--- src/shared/host_port_two_map.vh ---
`ifndef HOST_PORT_TWO_MAP_VH
`define HOST_PORT_TWO_MAP_VH

// ==========================================================
// status layout
`define FLAGS_TWO_RESET      8'h00
`define FLAG_CMD_DATA_BIT    3
`define FLAG_INPUT_FULL_BIT  1
`define FLAG_OUTPUT_FULL_BIT 0
`define FLAGS_GP_MASK        8'hF4
`define FLAGS_HW_MASK        8'h0B

// ==========================================================
// serial/timer control layout
`define STC_RESET            8'h00
`define STC_PIN_SWITCH_BIT   3

// ==========================================================
// system control layout
`define SYSCTL_ENABLE_BIT    1

// ==========================================================
// slave register selects
`define SEL_IN_BYTE          2'h0
`define SEL_OUT_BYTE         2'h1
`define SEL_FLAGS            2'h2
`define SEL_STC              2'h3

// ==========================================================
// synchroniser depth
`define SYNC_STAGES          2

`endif

--- src/hw/pin_sync.v ---
`timescale 1ns/1ps
`include "host_port_two_map.vh"

module pin_sync #(
   parameter WIDTH = 1
) (
   input  wire             clk,
   input  wire             reset,
   input  wire             clk_en,
   input  wire [WIDTH-1:0] async_in,
   output wire [WIDTH-1:0] sync_out
);
   // ==========================================================
   // two flops per bit; the first stage feeds only the second
   reg [WIDTH-1:0] stage_one_reg;
   reg [WIDTH-1:0] stage_two_reg;
   genvar i;
   generate
      for (i = 0; i < WIDTH; i = i + 1) begin : g_bit
         always @(posedge clk) begin
            if (reset) begin
               // idle high: strobes and selects are active low
               stage_one_reg[i] <= 1'b1;
               stage_two_reg[i] <= 1'b1;
            end else if (clk_en) begin
               stage_one_reg[i] <= async_in[i];
               stage_two_reg[i] <= stage_one_reg[i];
            end
         end
      end
   endgenerate
   assign sync_out = stage_two_reg;
endmodule

--- src/hw/edge_find.v ---
`timescale 1ns/1ps

module edge_find (
   input  wire clk,
   input  wire reset,
   input  wire clk_en,
   input  wire level_in,
   output wire rise,
   output wire fall
);
   // ==========================================================
   // edge detector on an already synchronised level
   reg last_reg;
   always @(posedge clk) begin
      if (reset) begin
         last_reg <= 1'b1;
      end else if (clk_en) begin
         last_reg <= level_in;
      end
   end
   assign rise = clk_en & level_in & ~last_reg;
   assign fall = clk_en & ~level_in & last_reg;
endmodule

--- src/hw/host_port_channel_two.v ---
`timescale 1ns/1ps
`include "host_port_two_map.vh"

// Functional notes
// - output byte driven to host when address low, select low, read low
// - output byte has no reset value; undefined until slave writes
// - status cleared to zero on reset and hardware standby
// - status bits 3, 1, 0 ignore writes from both sides
// - status bits 7..4 and 2 slave read/write, host read only
// - host write rising edge captures address bit into command/data flag
// - command/data flag zero means data, one means command
// - input full set on host write rising edge to input byte
// - input full cleared on falling edge of slave read of input byte
// - input full drives interrupt request toward slave CPU
// - output full set on falling edge of slave write of output byte
// - output full cleared on rising edge of host read of output byte
// - pin switch zero picks first pin pair, one picks alternate pair
// - pin switch only acts while host port enabled in slave mode
// - serial/timer control resets to zero on reset and standby
// - host write with select low latches data bus into input byte
// - host pins and functions active only once enable bit set
module host_port_channel_two (
   input  wire       clk,
   input  wire       reset,
   input  wire       clk_en,
   input  wire       hw_standby,
   input  wire [7:0] system_control_register,
   input  wire       host_address_bit,
   input  wire       host_select_two_n,
   input  wire       host_write_strobe_n,
   input  wire       alt_host_select_two_n,
   input  wire       alt_host_write_strobe_n,
   input  wire       host_read_strobe_n,
   input  wire [7:0] host_data_in,
   output reg  [7:0] host_data_out,
   output reg        host_data_oe_n,
   input  wire [1:0] slave_sel,
   input  wire       slave_rd_strobe,
   input  wire       slave_wr_strobe,
   input  wire [7:0] slave_wdata,
   output reg  [7:0] slave_rdata,
   output reg        input_full_irq,
   output reg        pin_switch_select
);
   // ==========================================================
   // pin synchronisers
   wire [11:0] pins_raw;
   wire [11:0] pins_sync;
   assign pins_raw = {host_data_in, host_address_bit, host_read_strobe_n,
                      host_select_two_n ^ 1'b0, host_write_strobe_n};
   wire [1:0] alt_sync;

   pin_sync #(.WIDTH(12)) u_sync_main (
      .clk      (clk),
      .reset    (reset),
      .clk_en   (clk_en),
      .async_in (pins_raw),
      .sync_out (pins_sync)
   );

   pin_sync #(.WIDTH(2)) u_sync_alt (
      .clk      (clk),
      .reset    (reset),
      .clk_en   (clk_en),
      .async_in ({alt_host_select_two_n, alt_host_write_strobe_n}),
      .sync_out (alt_sync)
   );

   wire [7:0] data_s;
   wire       addr_s;
   wire       rd_s;
   wire       cs_main_s;
   wire       wr_main_s;
   assign data_s    = pins_sync[11:4];
   assign addr_s    = pins_sync[3];
   assign rd_s      = pins_sync[2];
   assign cs_main_s = pins_sync[1];
   assign wr_main_s = pins_sync[0];

   // ==========================================================
   // registers
   reg  [7:0] out_byte_reg;
   reg  [7:0] in_byte_reg;
   reg  [7:0] flags_reg;
   reg  [7:0] stc_reg;
   wire       port_enabled;
   assign port_enabled = system_control_register[`SYSCTL_ENABLE_BIT];

   // ==========================================================
   // slave register decode: one select per register
   wire       sel_in_byte;
   wire       sel_out_byte;
   wire       sel_flags;
   wire       sel_stc;
   assign sel_in_byte  = (slave_sel == `SEL_IN_BYTE);
   assign sel_out_byte = (slave_sel == `SEL_OUT_BYTE);
   assign sel_flags    = (slave_sel == `SEL_FLAGS);
   assign sel_stc      = (slave_sel == `SEL_STC);

   // ==========================================================
   // pin switch: choose which pair carries select and write
   wire       stc_switch_bit;
   wire       switch_on;
   wire       cs_s;
   wire       wr_s;
   assign stc_switch_bit = stc_reg[`STC_PIN_SWITCH_BIT];
   assign switch_on = stc_switch_bit & port_enabled;
   assign cs_s = switch_on ? alt_sync[1] : cs_main_s;
   assign wr_s = switch_on ? alt_sync[0] : wr_main_s;

   // strobe qualified by select so a select-less edge never counts
   wire       host_selected;
   wire       host_wr_level;
   wire       host_rd_out_level;
   assign host_selected     = port_enabled & ~cs_s;
   assign host_wr_level     = ~(host_selected & ~wr_s);
   assign host_rd_out_level = ~(host_selected & ~rd_s & ~addr_s);

   wire       host_wr_rise;
   wire       host_rd_rise;
   wire       slave_rd_level;
   wire       slave_wr_level;
   wire       slave_rd_fall;
   wire       slave_wr_fall;
   assign slave_rd_level = slave_rd_strobe & sel_in_byte;
   assign slave_wr_level = slave_wr_strobe & sel_out_byte;

   edge_find u_host_wr (
      .clk      (clk),
      .reset    (reset),
      .clk_en   (clk_en),
      .level_in (host_wr_level),
      .rise     (host_wr_rise),
      .fall     ()
   );

   edge_find u_host_rd (
      .clk      (clk),
      .reset    (reset),
      .clk_en   (clk_en),
      .level_in (host_rd_out_level),
      .rise     (host_rd_rise),
      .fall     ()
   );

   // the edge finders idle high, so the active-high slave levels enter
   // inverted; fed straight in, the release of reset would fake a trailing edge
   wire       slave_rd_idle;
   wire       slave_wr_idle;
   assign slave_rd_idle = ~slave_rd_level;
   assign slave_wr_idle = ~slave_wr_level;

   edge_find u_slave_rd (
      .clk      (clk),
      .reset    (reset),
      .clk_en   (clk_en),
      .level_in (slave_rd_idle),
      .rise     (slave_rd_fall),
      .fall     ()
   );

   edge_find u_slave_wr (
      .clk      (clk),
      .reset    (reset),
      .clk_en   (clk_en),
      .level_in (slave_wr_idle),
      .rise     (slave_wr_fall),
      .fall     ()
   );

   // ==========================================================
   // flag events, named so the set-over-clear order below reads plainly
   wire       in_full_set;
   wire       in_full_clear;
   wire       out_full_set;
   wire       out_full_clear;
   wire       gp_write;
   wire       stc_write;
   assign in_full_set    = host_wr_rise;
   assign in_full_clear  = slave_rd_fall;
   assign out_full_set   = slave_wr_fall;
   assign out_full_clear = host_rd_rise;
   assign gp_write       = slave_wr_strobe & sel_flags;
   assign stc_write      = slave_wr_strobe & sel_stc;

   // data and address held during the strobe; sampled one cycle late
   reg [7:0] data_hold_reg;
   reg       addr_hold_reg;
   always @(posedge clk) begin
      if (clk_en && !host_wr_level) begin
         data_hold_reg <= data_s;
         addr_hold_reg <= addr_s;
      end
   end

   // ==========================================================
   // input and output bytes (no reset: contents undefined)
   always @(posedge clk) begin
      if (clk_en && in_full_set) begin
         in_byte_reg <= data_hold_reg;
      end
   end

   always @(posedge clk) begin
      if (clk_en && slave_wr_level) begin
         out_byte_reg <= slave_wdata;
      end
   end

   // ==========================================================
   // status flags
   wire [7:0] flags_written;
   assign flags_written = (flags_reg & `FLAGS_HW_MASK) | (slave_wdata & `FLAGS_GP_MASK);

   reg  [7:0] flags_next;
   always @* begin
      flags_next = flags_reg;
      if (gp_write) begin
         flags_next = flags_written;
      end
      if (in_full_set) begin
         flags_next[`FLAG_CMD_DATA_BIT] = addr_hold_reg;
      end
      // clear first so a same-cycle set wins
      if (in_full_clear) begin
         flags_next[`FLAG_INPUT_FULL_BIT] = 1'b0;
      end
      if (in_full_set) begin
         flags_next[`FLAG_INPUT_FULL_BIT] = 1'b1;
      end
      if (out_full_clear) begin
         flags_next[`FLAG_OUTPUT_FULL_BIT] = 1'b0;
      end
      if (out_full_set) begin
         flags_next[`FLAG_OUTPUT_FULL_BIT] = 1'b1;
      end
   end

   always @(posedge clk) begin
      if (reset || hw_standby) begin
         flags_reg <= `FLAGS_TWO_RESET;
      end else if (clk_en) begin
         flags_reg <= flags_next;
      end
   end

   // the pin switch lives in a shared control register; only bit 3 acts here
   always @(posedge clk) begin
      if (reset || hw_standby) begin
         stc_reg <= `STC_RESET;
      end else if (clk_en && stc_write) begin
         stc_reg <= slave_wdata;
      end
   end

   // ==========================================================
   // host read path: the host may only read, and the bus is driven
   // only while select and read strobe are both low
   reg  [7:0] host_data_next;
   reg        host_oe_n_next;
   always @* begin
      host_oe_n_next = ~(host_selected & ~rd_s);
      if (addr_s) begin
         host_data_next = flags_reg;
      end else begin
         host_data_next = out_byte_reg;
      end
   end

   wire       input_full_flag;
   assign input_full_flag = flags_reg[`FLAG_INPUT_FULL_BIT];

   // ==========================================================
   // registered outputs
   reg [7:0] slave_rdata_next;
   always @* begin
      case (slave_sel)
         `SEL_IN_BYTE:  slave_rdata_next = in_byte_reg;
         `SEL_OUT_BYTE: slave_rdata_next = out_byte_reg;
         `SEL_FLAGS:    slave_rdata_next = flags_reg;
         default:       slave_rdata_next = stc_reg;
      endcase
   end

   always @(posedge clk) begin
      if (reset) begin
         host_data_out     <= 8'h00;
         host_data_oe_n    <= 1'b1;
         slave_rdata       <= 8'h00;
         input_full_irq    <= 1'b0;
         pin_switch_select <= 1'b0;
      end else if (clk_en) begin
         host_data_oe_n    <= host_oe_n_next;
         host_data_out     <= host_data_next;
         slave_rdata       <= slave_rdata_next;
         input_full_irq    <= input_full_flag;
         pin_switch_select <= switch_on;
      end
   end
endmodule

--- config.mk ---
export PLATFORM = sky130hd
export DESIGN_NAME = host_port_channel_two
export DESIGN_NICKNAME = d
export VERILOG_FILES = /design/src/hw/pin_sync.v /design/src/hw/edge_find.v /design/src/hw/host_port_channel_two.v
export VERILOG_INCLUDE_DIRS = /design/src /design/src/shared
export SDC_FILE = /design/constraint.sdc
export NUM_CORES = 1
export LEC_CHECK = 0
export BUFFER_PORTS_ARGS = -buffer_cell sky130_fd_sc_hd__buf_2
export CORE_ASPECT_RATIO = 1.4
export CORE_MARGIN = 5
export CORE_UTILIZATION = 55
export CTS_CLUSTER_SIZE = 12
export DETAILED_ROUTE_END_ITERATION = 12
export HOLD_SLACK_MARGIN = 0.02
export PLACE_DENSITY = 0.79
export SLEW_MARGIN = 10
export SYNTH_ARGS = -nofsm -noshare
export SYNTH_HDL_FRONTEND = slang
export SYNTH_SLANG_ARGS = --single-unit
--- constraint.sdc ---
create_clock -name clk -period 4.8 [get_ports clk]
set_input_delay 0.96 -clock clk [delete_from_list [all_inputs] [get_ports clk]]
set_output_delay 0.96 -clock clk [all_outputs]
set_load 0.005 [all_outputs]
==> results list, run 1 <==
- Outcome: completed
* Clock Sink Count: 92
* Placement Cell Area: ~0.0038 mm2
- When the netlist entered floorplanning its net count stood at between 300 and 400.
- Setup repair after global routing missed its margin: false
- Core footprint: around 0.0065 mm2
- Die boundary height: between 100 and 150 um
- Of the available clock period, the critical path in the final layout requires 0.5023.
- Timing analysis after detailed placement gives a worst setup slack of around 2.0 ns.
* Die extent in x: approximately 79 um
- Initial Utilization: 0.5577
- Setup skew after layout: 0.006727 ns
- Total routing usage reported by global routing: 0.1708
* Tightest hold margin: about 0.42 ns
* Post-layout minimum cycle time: between 2 and 2.5 ns
- In this run the worst hold path is classified as flop to flop.
* Element type at the critical path start: primary input
- Post-CTS Hold Fix Bufs: 0
- For this run, design rule violations remaining after detail routing come to 0.
- Crit path largest cell delay: roughly 0.51 ns
- Of the total power, combinational logic draws 0.075.
* Max IR drop VDD: approximately 0.19 mV
- CP Data Arrival Time: between 2 and 2.5 ns
- Measured against its own limit, the worst slew margin works out to 0.3933.
* Drt wl/cell: 16.12 um
* Power density normalized to cell area: 348.8 mW/mm2
- Wire length of the first global-routing pass: ~11000 um
- Number of antenna violations at the first check in global routing: 0
* Most used flip-flop cell after synthesis: sky130_fd_sc_hd__dfxtp_1
* Starting DRT DRC Count: between 90 and 100
- Total Wirelength: 6672 um
- Entering global routing, the biggest net connects 54 pins.
- The number of placed instances, taps included, is 399.
- Critical path's slowest cell: sky130_fd_sc_hd__inv_1
- Synthesized instance count: ~300
* Final setup margin: 2.389 ns
- The via count of the first global-routing pass was around 2.4k.
- Counting flops with an async set or reset pin after synthesis yields a share of 0.
* # setup viols final: 0
- Together, buffers and inverters on the worst path number 2.
- Derived from the worst setup path, the maximum achievable clock frequency is between 400 and 500 MHz.
- Non-filler instance count after layout: approximately 410
- Layout Area Growth over Synthesis: 10.90%
- CTS tree: yes
- Traced cell by cell, the critical path runs through buf_2, inv_1, a21oi_4.
* Master cell of the clock root buffer: sky130_fd_sc_hd__clkbuf_8
* Critical path class: primary input to flop
* Final global-route overflow total: 0
- Number of antenna cells inserted: 0
* YS warnings: 0
- Using the TritonRoute via totals, the vias-per-cell ratio works out to roughly 5.6.
- The count of buffers added on input and output ports is between 40 and 50.
* Number of flops mapped to enable cells by yosys: 25
- The first detailed-routing pass ran for 4 iterations.
- Die Area: slightly above 0.008 mm2
* Final-stage net count: ~370
- Placed wire-length estimate: 4413 um
* Post-CTS sizing: 0
* Clock transition at path regs: 0.08 ns
* Share of final-layout standard cells stronger than drive strength 1: 0.2000
* Hold Vio Cnt, Final: 0
* Delay-heaviest family, CP: buffers and inverters
- Reg power frac: 0.600
- Net switching power: a little over 0.3 mW
- The count of final max-slew check failures came to 0.
- Clock group share of total power: 0.325
- Max H-tree Level: 3
- Number of buffers inserted during clock tree synthesis: 9
* Lkg Pwr: approximately 1.7 nW
* Register area share after synthesis: 0.5787
* Vias after detailed routing: ~2.3k
- After synthesis the cells add up to roughly 0.0036 mm2.
- The worst setup path is captured at a flop.
- Count of antenna-violating nets left after detailed routing: 0
- 57 I/O pins were placed.
- Critical path fanouts, max: 30
* Switching part of the total power: 0.2228
- Mean post-synth cell area: approximately 12 um2
- Post-synthesis register bit count: 92
- After floorplanning, the core was divided into 35 placement rows.
- Routability cong.: approximately 0.73
- Max-cap violations in this run came to 0.
- CTS max path bufs: 2
* Pint: between 1 and 1.5 mW
- Buffers inserted during post-CTS setup optimization: 0
- Clock latency on the worst-skew pair: roughly 0.35 ns
- For the worst setup path, the data required time is between 4 and 5 ns.
* Post-route cell area: roughly 0.004 mm2
- Netlist cell types: 34
- For the pin with the worst max-slew slack, the measured transition is 0.9101 ns.
- Setup TNS: 0 ns
* Filler instances: between 500 and 600
==> worst register-to-register path, cell delays in order (launching register included) <==
cell	delay, ns
sky130_fd_sc_hd__dfxtp_1	0.50
sky130_fd_sc_hd__or4bb_1	0.52
sky130_fd_sc_hd__a21oi_4	0.36
==> cells by family after synthesis <==
kind of cell / share of synthesized area
flip-flops: 0.5787
AND/OR/NAND/NOR: 0.1353
AO/OA/AOI/OAI: 0.1277
multiplexers: 0.1218
buffers and inverters: 0.03634
==> layer usage <==
layer  track usage  up-vias  wire length, um
li1              -     1164                -
met3       0.03390        9              258
met2        0.2977       58             3376
met4       0.07125        0               85
met1        0.2030     1102             2952
met5             0        -                0
==> cell usage in the layout (no fill, tap or decap), types with 12 or more instances in the layout <==
cell / count
sky130_fd_sc_hd__nor2b_1: 18
sky130_fd_sc_hd__a21oi_1: 12
sky130_fd_sc_hd__edfxtp_1: 25
sky130_fd_sc_hd__nand2_1: 17
sky130_fd_sc_hd__mux2i_1: 23
sky130_fd_sc_hd__dfxtp_1: 67
sky130_fd_sc_hd__and2_1: 12
sky130_fd_sc_hd__a211o_1: 30
sky130_fd_sc_hd__nor2_1: 26
sky130_fd_sc_hd__buf_2: 49
==> power by group through the flow <==
stage / Combinational (mW) / Clock (mW) / Sequential (mW)
finish: 0.105 / 0.454 / 0.839
global route: 0.117 / 0.491 / 0.843
CTS: 0.107 / 0.466 / 0.839
detailed placement: 0.106 / 0 / 0.857
global placement: 0.103 / 0 / 0.855
floorplan: 0.0762 / 0 / 0.851
==> layout make-up <==
| type | count | area [um2] | area share |
|---|---|---|---|
| clock buffers | 13 | 158.9 | 0.03964 |
| clock inverters | 2 | 10.01 | 0.002497 |
| inverters | 3 | 11.26 | 0.002809 |
| multi-input cells | 180 | 1391 | 0.3471 |
| flip-flops and latches | 92 | 2092 | 0.5218 |
| well taps | 74 | 92.59 | 0.02310 |
| repair buffers | 50 | 252.7 | 0.06305 |
==> cells in the mapped netlist (all sizes together) (10+ instances only) <==
| cell | count | area share |
|---|---|---|
| a211oi | 10 | 0.021 |
| mux2i | 23 | 0.064 |
| dfxtp | 67 | 0.37 |
| a21oi | 13 | 0.021 |
| edfxtp | 25 | 0.21 |
| nand2 | 17 | 0.018 |
| a211o | 30 | 0.073 |
| buf | 12 | 0.021 |
| and2 | 12 | 0.021 |
| nor2 | 26 | 0.027 |
| nor2b | 18 | 0.031 |
| clkbuf | 12 | 0.012 |
==> per-stage QoR <==
step,util,total power [mW]
after floorplan,-,0.9274
after global routing,0.6185,1.451
after global placement,0.5925,0.9582
final,0.6185,1.398
after CTS,0.6185,1.411
after detailed placement,0.5925,0.9624
==> path summary, 6_finish.rpt <==
| path | start | end | slack (ns) | cells past startpoint |
|---|---|---|---|---|
| max | clk_en | data_hold_reg[7]$_DFFE_PP_ | 2.39 | 3 |
| min | data_hold_reg[4]$_DFFE_PP_ | in_byte_reg[4]$_DFFE_PP_ | 0.42 | 0 |
| max reg2reg | stc_reg[3]$_SDFFE_PP0P_ | data_hold_reg[7]$_DFFE_PP_ | 3.09 | 2 |
| min reg2reg | data_hold_reg[4]$_DFFE_PP_ | in_byte_reg[4]$_DFFE_PP_ | 0.42 | 0 |
Power figures use the tool's default switching activity.
==> run 2, diff against run 1 <==
--- a/config.mk
+++ b/config.mk
@@ -6,6 +6,7 @@
 export SDC_FILE = /design/constraint.sdc
 export NUM_CORES = 1
 export LEC_CHECK = 0
+export ABC_AREA = 1
 export BUFFER_PORTS_ARGS = -buffer_cell sky130_fd_sc_hd__buf_2
 export CORE_ASPECT_RATIO = 1.4
 export CORE_MARGIN = 5
==> constraint.sdc (replaced) <==
create_clock -name clk -period 2.26 [get_ports clk]
set_input_delay 0.452 -clock clk [delete_from_list [all_inputs] [get_ports clk]]
set_output_delay 0.452 -clock clk [all_outputs]
set_load 0.005 [all_outputs]
==> run 2 against run 1 <==
Synthesized cell count increased by 29%. First-iteration DRC count increased to 2.5 times the previous value. Core utilization increased by 2.2 points. Sequential share of layout area increased by 0.73 points. Non-clock buffer count increased by 5. Wire length increased by 8.9%. Register-to-register slack got worse by 2.4 ns. Worst hold slack got worse by 0.14 ns. Worst setup slack got worse by 1.7 ns. Highest routed layer unchanged.
==> results list, run 2 <==
* Initial Utilization: 0.5576 (about the same)
- FP Rows: 34 (-2.9%)
- The kind of cell with the highest combined delay along the critical path is simple AND/OR/NAND/NOR gates.
- The register bit count reported by yosys was 92 (unchanged).
* Clock transition at path regs: 0.09 ns (about the same)
- Fraction of synthesized area in multiplexers: 0 (-0.1218)
* Die boundary height: 103.6 um (-2.2%)
* Clock latency on the worst-skew pair: 0.36 ns (about the same)
- Critical path class: flop to flop
- The number of hold-slack violations in the final timing report came to 0 (unchanged).
- The number of cells traversed by the worst register-to-register path is 6 (+4).
- The worst-margin pin slew was 0.6542 ns (-0.2559 ns).
- Number of flops mapped to enable cells by yosys: 25 (unchanged)
- The cell area after placement came to 0.003725 mm2 (-3.0%).
- The post-cts gate resize count came to 0 (unchanged).
- Async set or reset register ratio after synthesis: 0 (unchanged)
* Power density normalized to cell area: 828.4 mW/mm2 (+140%)
- Switching part of the total power: 0.2224 (-0.0004412)
- The count of nets left with antenna violations after detail routing was 0 (unchanged).
- The total global routing overflow was 0 (unchanged).
- For this design, the slowest cell found on the critical path is sky130_fd_sc_hd__dfxtp_1.
- Setup TNS: 0 ns (unchanged)
* Number of antenna cells inserted: 0 (unchanged)
- Critical-path cell list: nand2_1, nand2_1, nor2_1, nand3_1, nand3_1, inv_1
- Static timing analysis puts the maximum clock frequency at about 640 MHz.
- Via count of the first global-routing pass: 2580 (+8.2%)
- Max cap viols: 0 (unchanged)
* Lkg Pwr: 1.758 nW (+5.9%)
- The number of cells in the design after placement came to 494 (+24%).
- The worst voltage drop across the vdd grid is 0.6148 mV (+230%).
- Share of final-layout standard cells stronger than drive strength 1: 0.1735 (-0.02648)
* Routability cong.: 0.8450 (+16%)
* Path category of the worst min-delay check: primary input to flop
* Number of buffers inserted during clock tree synthesis: 9 (unchanged)
- Syn Nets: 425 (+26%)
- The post-synthesis compound-gate area fraction came to 0.1331 (+0.005413).
* Post-Syn Area: 0.003440 mm2 (-4.8%)
- The total wire length after detailed routing was 7265 um (+8.9%).
- By area the synthesized netlist is led by sky130_fd_sc_hd__dfxtp_1 (39%), sky130_fd_sc_hd__edfxtp_1 (22%), sky130_fd_sc_hd__nand2_1 (9.2%), sky130_fd_sc_hd__nand3_1 (5.8%), sky130_fd_sc_hd__o21ai_0 (5.8%).
- Relative to the synthesized area, the layout overhead comes to 14.95%.
- Reg power frac: 0.549 (-0.051)
- CP Data Arrival Time: 1.58 ns (-0.84 ns)
- Final-stage net count: 471 (+26%)
- The final standard cell area without fillers came to 0.003954 mm2 (-1.4%).
- Number of antenna violations at the first check in global routing: 0 (unchanged)
- Placed wire-length estimate: 5119 um (+16%)
* Setup skew after layout: 0.01609 ns (+0.009366 ns)
* Main combinational cell family by area after synthesis: simple AND/OR/NAND/NOR gates
- CP endpoint kind: flop
- Fin util: 0.6410 (+0.02244)
* Most used flip-flop cell after synthesis: sky130_fd_sc_hd__dfxtp_1
- The core outline area was 0.006168 mm2 (-4.8%).
- Die Area: 0.007958 mm2 (-4.3%)
* CTS max path bufs: 2 (unchanged)
- Crit path largest cell delay: 0.46 ns (-0.05 ns)
* Number of buffers and inverters on the critical path: 1 (-1)
- Max H-tree Level: 3 (unchanged)
- Post-synthesis share of cell area spent on xor and xnor gates: 0 (unchanged)
* YS warnings: 0 (unchanged)
- The overall via count from detail_route came to 2753 (+18%).
- Setup repair after global routing missed its margin: false
- Pint: 2.547 mW (+130%)
* Portion of total power attributed to combinational logic: 0.074 (about the same)
* Netlist cell types: 21 (-38%)
* Simple-Gate Fraction of Synth Area: 0.1961 (+0.06073)
- The run finished with clean final reports.
- The number of clock sinks is 92 (unchanged).
- Worst rel slew slack: 0.5632 (+0.1699)
* Worst hold path cell count: 1 (+1)
- Most common cell in the synthesized netlist: sky130_fd_sc_hd__nand2_1
* Element type at the critical path start: flop
- Mean post-synth cell area: 8.888 um2 (-26%)
- The number of top-level pins came to 57 (unchanged).
* Fraction of the mapped netlist area in adder cells: 0 (unchanged)
- Master cell of the clock root buffer: sky130_fd_sc_hd__clkbuf_8
- The library cell used most frequently in the layout, excluding fill and tap cells, is sky130_fd_sc_hd__nand2_1.
- The detailed-routing iteration count for the pre-antenna-repair pass was 5 (+1).
- Tightest hold margin: 0.2770 ns (-0.1446 ns)
* Pin count of the biggest net entering global routing: 41 (-24%)
- Number of logic stages on the critical path including buffering: 6 (+3)
- The combined global-route utilization of all metal layers is 0.1920 (+0.02125).
- The number of violations reported at the end of detailed-routing iteration 0 was 246 (+150%).
- The final number of setup-violating endpoints was 0 (unchanged).
- Final Slew Violations: 0 (unchanged)
- Register area share after synthesis: 0.6082 (+0.02947)
- Critical path fanouts, max: 8 (-73%)
* Synthesized instance count: 387 (+29%)
- Leading post-synthesis cells by instance count: sky130_fd_sc_hd__nand2_1 (84), sky130_fd_sc_hd__dfxtp_1 (67), sky130_fd_sc_hd__nand3_1 (40), sky130_fd_sc_hd__o21ai_0 (40), sky130_fd_sc_hd__inv_1 (30)
* Drt wl/cell: 14.25 um (-12%)
- Leading cell types in the layout, fill and taps excluded: sky130_fd_sc_hd__nand2_1 (84), sky130_fd_sc_hd__dfxtp_1 (67), sky130_fd_sc_hd__buf_2 (49), sky130_fd_sc_hd__nand3_1 (40), sky130_fd_sc_hd__o21ai_0 (40)
- DRC violations left: 0 (unchanged)
* Non-filler instance count after layout: 510 (+23%)
* Die extent in x: 76.84 um (-2.1%)
- Post-CTS Hold Fix Bufs: 0 (unchanged)
* Number of input and output port buffers inserted: 49 (unchanged)
- Wire length of the first global-routing pass: 12050 um (+8.7%)
- Buffers inserted during post-CTS setup optimization: 0 (unchanged)
- The routed design could run at a clock period as short as about 1.6 ns.
- The largest total area in the synthesized netlist belongs to sky130_fd_sc_hd__dfxtp_1.
- The ratio of routed vias to standard cells is 5.398 (-4.2%).
* Top-area cell type share of the netlist area: 0.3900 (+0.01890)
- Dividing the final minimum period by the clock period gives 0.6873.
- TritonCTS built the clock tree.
* Net switching power: 0.7284 mW (+130%)
* WP data required: 2.29 ns (-2.52 ns)
- Clock group share of total power: 0.377 (+0.052)
[run 2: cell count changes after synthesis, sizes merged, moves of 8 or more]
| cell | change |
|---|---|
| o211ai | +14 |
| mux4 | -8 |
| o21ai | +40 |
| nand3 | +38 |
| nor2b | -18 |
| and2 | -12 |
| a211o | -30 |
| mux2i | -23 |
| a21oi | +10 |
| a211oi | -10 |
| inv | +29 |
| nand2 | +68 |
[run 2: worst register-to-register path: stages, from the launching register on]
cell and delay, ns:
sky130_fd_sc_hd__dfxtp_1 0.46, sky130_fd_sc_hd__nand2_1 0.08, sky130_fd_sc_hd__nand2_1 0.09, sky130_fd_sc_hd__nor2_1 0.06, sky130_fd_sc_hd__nand3_1 0.13, sky130_fd_sc_hd__nand3_1 0.16
sky130_fd_sc_hd__inv_1 0.27
[run 2: layer usage]
layer | track usage | part of all wire | up-vias
li1 | - | - | 1392
met1 | 0.2196 | 0.39 | 1221
met2 | 0.3129 | 0.50 | 106
met3 | 0.05122 | 0.057 | 34
met4 | 0.1213 | 0.054 | 0
met5 | 0 | 0 | -
[run 2: power by group through the flow]
stage / Sequential (mW) / Clock, mW / Combinational, mW
2_1_floorplan: 1.83 / 0 / 0.158
3_3_place_gp: 1.83 / 0 / 0.234
3_5_place_dp: 1.84 / 0 / 0.242
4_1_cts: 1.80 / 1.26 / 0.244
5_1_grt: 1.81 / 1.34 / 0.277
6_report: 1.80 / 1.23 / 0.241
[run 2: cell families (layout without fill, tap and decap cells)]
group                  Yosys count  after routing
DFF                             92             92
and+or+nand+nor                160            160
buffers and inverters           52            103
AOI/OAI and AO/OA               83             83
[run 2: final cells by class]
| type | instances | area [um2] |
|---|---|---|
| sequential | 92 | 2092 |
| fill | 524 | 2215 |
| tap | 72 | 90.09 |
| clock inverter | 3 | 68.82 |
| clock buffer | 13 | 160.2 |
| inverter | 32 | 120.1 |
| multi-input combinational | 243 | 1132 |
| timing repair buffer | 55 | 290.3 |
[run 2: worst paths after layout]
kind | start | end | slack [ns]
setup / recovery | stc_reg[3]$_SDFFE_PP0P_ | in_byte_reg[2]$_DFFE_PP_ | 0.71
hold / removal | slave_wdata[2] | out_byte_reg[2]$_DFFE_PP_ | 0.28
hold reg to reg | data_hold_reg[4]$_DFFE_PP_ | in_byte_reg[4]$_DFFE_PP_ | 0.42
setup reg to reg | stc_reg[3]$_SDFFE_PP0P_ | in_byte_reg[2]$_DFFE_PP_ | 0.71
[run 2: stage by stage]
stage	setup slack (ns)	total power, mW
after global placement	0.6402	2.068
after floorplan	0.7176	1.985
after global routing	0.5201	3.424
after CTS	0.6746	3.300
after detailed placement	0.6175	2.079
final	0.7067	3.276
==> run 3, diff against run 2 <==
==> constraint.sdc (replaced) <==
create_clock -name clk -period 1.48 [get_ports clk]
set_input_delay 0.296 -clock clk [delete_from_list [all_inputs] [get_ports clk]]
set_output_delay 0.296 -clock clk [all_outputs]
set_load 0.005 [all_outputs]
==> run 3 against run 2 <==
Worst setup slack worse by 0.63 ns. Non-clock buffer count is 10 higher. Critical path type unchanged. Sequential power is 52% higher. Critical endpoint is now addr_hold_reg$_DFFE_PP_. Worst hold slack worse by 0.16 ns. Maximum frequency is 11% higher. Global-route usage is 0.30 points lower. Wire length is 1.4% lower. Core utilization is 1.5 points higher. Cell area is 2.3% higher. Total power is 51% higher.
==> results list, run 3 (synthesis results as in run 2) <==
* Placement Cell Area: 0.003827 mm2 (+2.8%)
- The power density over cell area came to 1223 mW/mm2 (+48%).
* Worst rel slew slack: 0.6445 (+0.08122)
* Post-route cell area: 0.004045 mm2 (+2.3%)
- WP data required: 1.55 ns (-0.74 ns)
- The die area is 0.007958 mm2 (unchanged).
- Count of antenna-violating nets left after detailed routing: 0 (unchanged)
- Lkg Pwr: 1.810 nW (+3.0%)
- The initial antenna violation count is 0 (unchanged).
- Max IR drop VDD: 0.8370 mV (+36%)
- The final period utilization is 0.9495 (+0.2621).
- Tightest hold margin: 0.1184 ns (-0.1586 ns)
- The final number of setup-violating endpoints came to 0 (unchanged).
* Final-stage net count: 481 (+2.1%)
* Vias after detailed routing: 2751 (-0.073%)
- The number of clock sinks is 92 (unchanged).
- Outcome: completed
- Drt pass-1 iters: 5 (unchanged)
- Hold Vio Cnt, Final: 0 (unchanged)
- The total global routing overflow is 0 (unchanged).
- The number of CTS-inserted buffers was 9 (unchanged).
* Count of placed standard cells including taps: 504 (+2.0%)
* Pin count of the biggest net entering global routing: 28 (-32%)
- The total power came to 4.949 mW (+51%).
* Final setup margin: 0.07481 ns (-0.6318 ns)
- Setup skew after layout: 0.01698 ns (+0.0008864 ns)
- Number of input and output port buffers inserted: 49 (unchanged)
- FF-to-FF path depth: 6 (unchanged)
* Final Slew Violations: 0 (unchanged)
- The library cell used most frequently in the layout, excluding fill and tap cells, is sky130_fd_sc_hd__nand2_1.
* Initial Utilization: 0.5576 (unchanged)
* Number of antenna cells inserted: 0 (unchanged)
- Num ports: 57 (unchanged)
* Non-filler instance count after layout: 520 (+2.0%)
- Share of final-layout standard cells stronger than drive strength 1: 0.2031 (+0.02961)
* Post-CTS Hold Fix Bufs: 0 (unchanged)
* Number of logic stages on the critical path including buffering: 6 (unchanged)
- Routability cong.: 0.9103 (+7.7%)
- Leaving out fill and tap cells, the most frequent cells in the layout are sky130_fd_sc_hd__nand2_1 (84), sky130_fd_sc_hd__dfxtp_1 (66), sky130_fd_sc_hd__buf_2 (49), sky130_fd_sc_hd__nand3_1 (40), sky130_fd_sc_hd__o21ai_0 (40).
- In this run the clock root is driven by a sky130_fd_sc_hd__clkbuf_8.
- Die extent in x: 76.84 um (unchanged)
- Post-layout minimum cycle time: 1.405 ns (-0.1482 ns)
- Mean number of vias per cell: 5.290 (-2.0%)
* Die boundary height: 103.6 um (unchanged)
- DRC violations left: 0 (unchanged)
* Highest Clock Rate: 711.6 MHz (+11%)
- The number of buffers inserted to repair setup after CTS is 0 (unchanged).
- Max cap viols: 0 (unchanged)
- The number of buffer and inverter stages on the critical path came to 1 (unchanged).
- CTS tree: yes
* Path category of the worst min-delay check: primary input to flop
* Drt wl/cell: 13.78 um (-3.3%)
* CTS max path bufs: 2 (unchanged)
* Core footprint: 0.006168 mm2 (unchanged)
- The global-route wire length before repair came to 12080 um (+0.17%).
- Critical path class: flop to flop
* Placed wire-length estimate: 5213 um (+1.8%)
* Element type at the critical path start: flop
- The worst slack after detailed placement is -0.02335 ns (-0.6409 ns).
- Crit path largest cell delay: 0.37 ns (-0.09 ns)
* Clock latency on the worst-skew pair: 0.36 ns (about the same)
- Total Wirelength: 7164 um (-1.4%)
- The site row count was 34 (unchanged).
- The combined global-route utilization of all metal layers is 0.1890 (-0.003007).
* CP endpoint kind: flop
* Delay-heaviest family, CP: simple AND/OR/NAND/NOR gates
- Via count of the first global-routing pass: 2559 (-0.81%)
- The worst-margin pin slew is 0.5327 ns (-0.1214 ns).
- Critical-path cell list: nand2_1, nand2_1, nor2_1, nand3_1, nor2_2, buf_12
- Max H-tree Level: 3 (unchanged)
* Critical path fanouts, max: 9 (+1)
* Clock transition at path regs: 0.10 ns (about the same)
- The number of violations reported at the end of detailed-routing iteration 0 is 239 (-2.8%).
- From synthesis to final layout, the design area changed by 17.61%.
- Setup repair after global routing left no endpoint under its margin.
- The largest individual stage delay along the critical path comes from the cell sky130_fd_sc_hd__dfxtp_2.
- By instance count, the cell type seen most on the critical path is sky130_fd_sc_hd__nand2_1.
* CP Data Arrival Time: 1.48 ns (-0.10 ns)
- Worst hold path cell count: 1 (unchanged)
run 3: cell count changes in the layout (fill, tap and decap cells not counted), moves of 2 or more:
cell	delta
sky130_fd_sc_hd__clkbuf_1	-2
sky130_fd_sc_hd__buf_12	+2
sky130_fd_sc_hd__clkinv_2	+3
sky130_fd_sc_hd__buf_4	+8
run 3: repair_timing:
action | CTS | global route
setup endpoints to repair | 8 | 19
resized for setup | 1 | 1
cloned | 0 | 0
hold endpoints to repair | 0 | 0
run 3: path summary, 6_finish.rpt:
path	startpoint	end	slack, ns
setup / recovery	stc_reg[3]$_SDFFE_PP0P_	addr_hold_reg$_DFFE_PP_	0.07
hold / removal	slave_wdata[1]	out_byte_reg[1]$_DFFE_PP_	0.12
setup reg to reg	stc_reg[3]$_SDFFE_PP0P_	addr_hold_reg$_DFFE_PP_	0.07
hold reg to reg	data_hold_reg[0]$_DFFE_PP_	in_byte_reg[0]$_DFFE_PP_	0.42
run 3: where the power goes:
| group | switching (mW) | internal (mW) | total (mW) |
|---|---|---|---|
| logic | 0.238 | 0.162 | 0.400 |
| registers | 0.0505 | 2.69 | 2.74 |
| clock network | 0.821 | 0.990 | 1.81 |
run 3: cell type report:
cell class / count / area, um2
Fill cell: 510 / 2123
Sequential cell: 92 / 2093
Multi-Input combinational cell: 243 / 1135
Timing Repair Buffer: 65 / 390.4
Clock buffer: 11 / 141.4
Inverter: 32 / 120.1
Tap cell: 72 / 90.09
Clock inverter: 5 / 75.07
run 3: per-layer routing:
layer | vias to the layer above | track usage | share of wire
met2 | 103 | 0.2934 | 0.48
met5 | - | 0 | 0
met1 | 1221 | 0.2323 | 0.42
met4 | 0 | 0.1150 | 0.043
met3 | 24 | 0.04948 | 0.061
li1 | 1403 | - | -
run 3: metrics by stage:
stage	TNS, ns	util
2_1_floorplan	0	-
3_3_place_gp	0	0.6205
3_5_place_dp	-0.1858	0.6205
4_1_cts	0	0.6556
5_1_grt	0	0.6558
6_report	0	0.6558
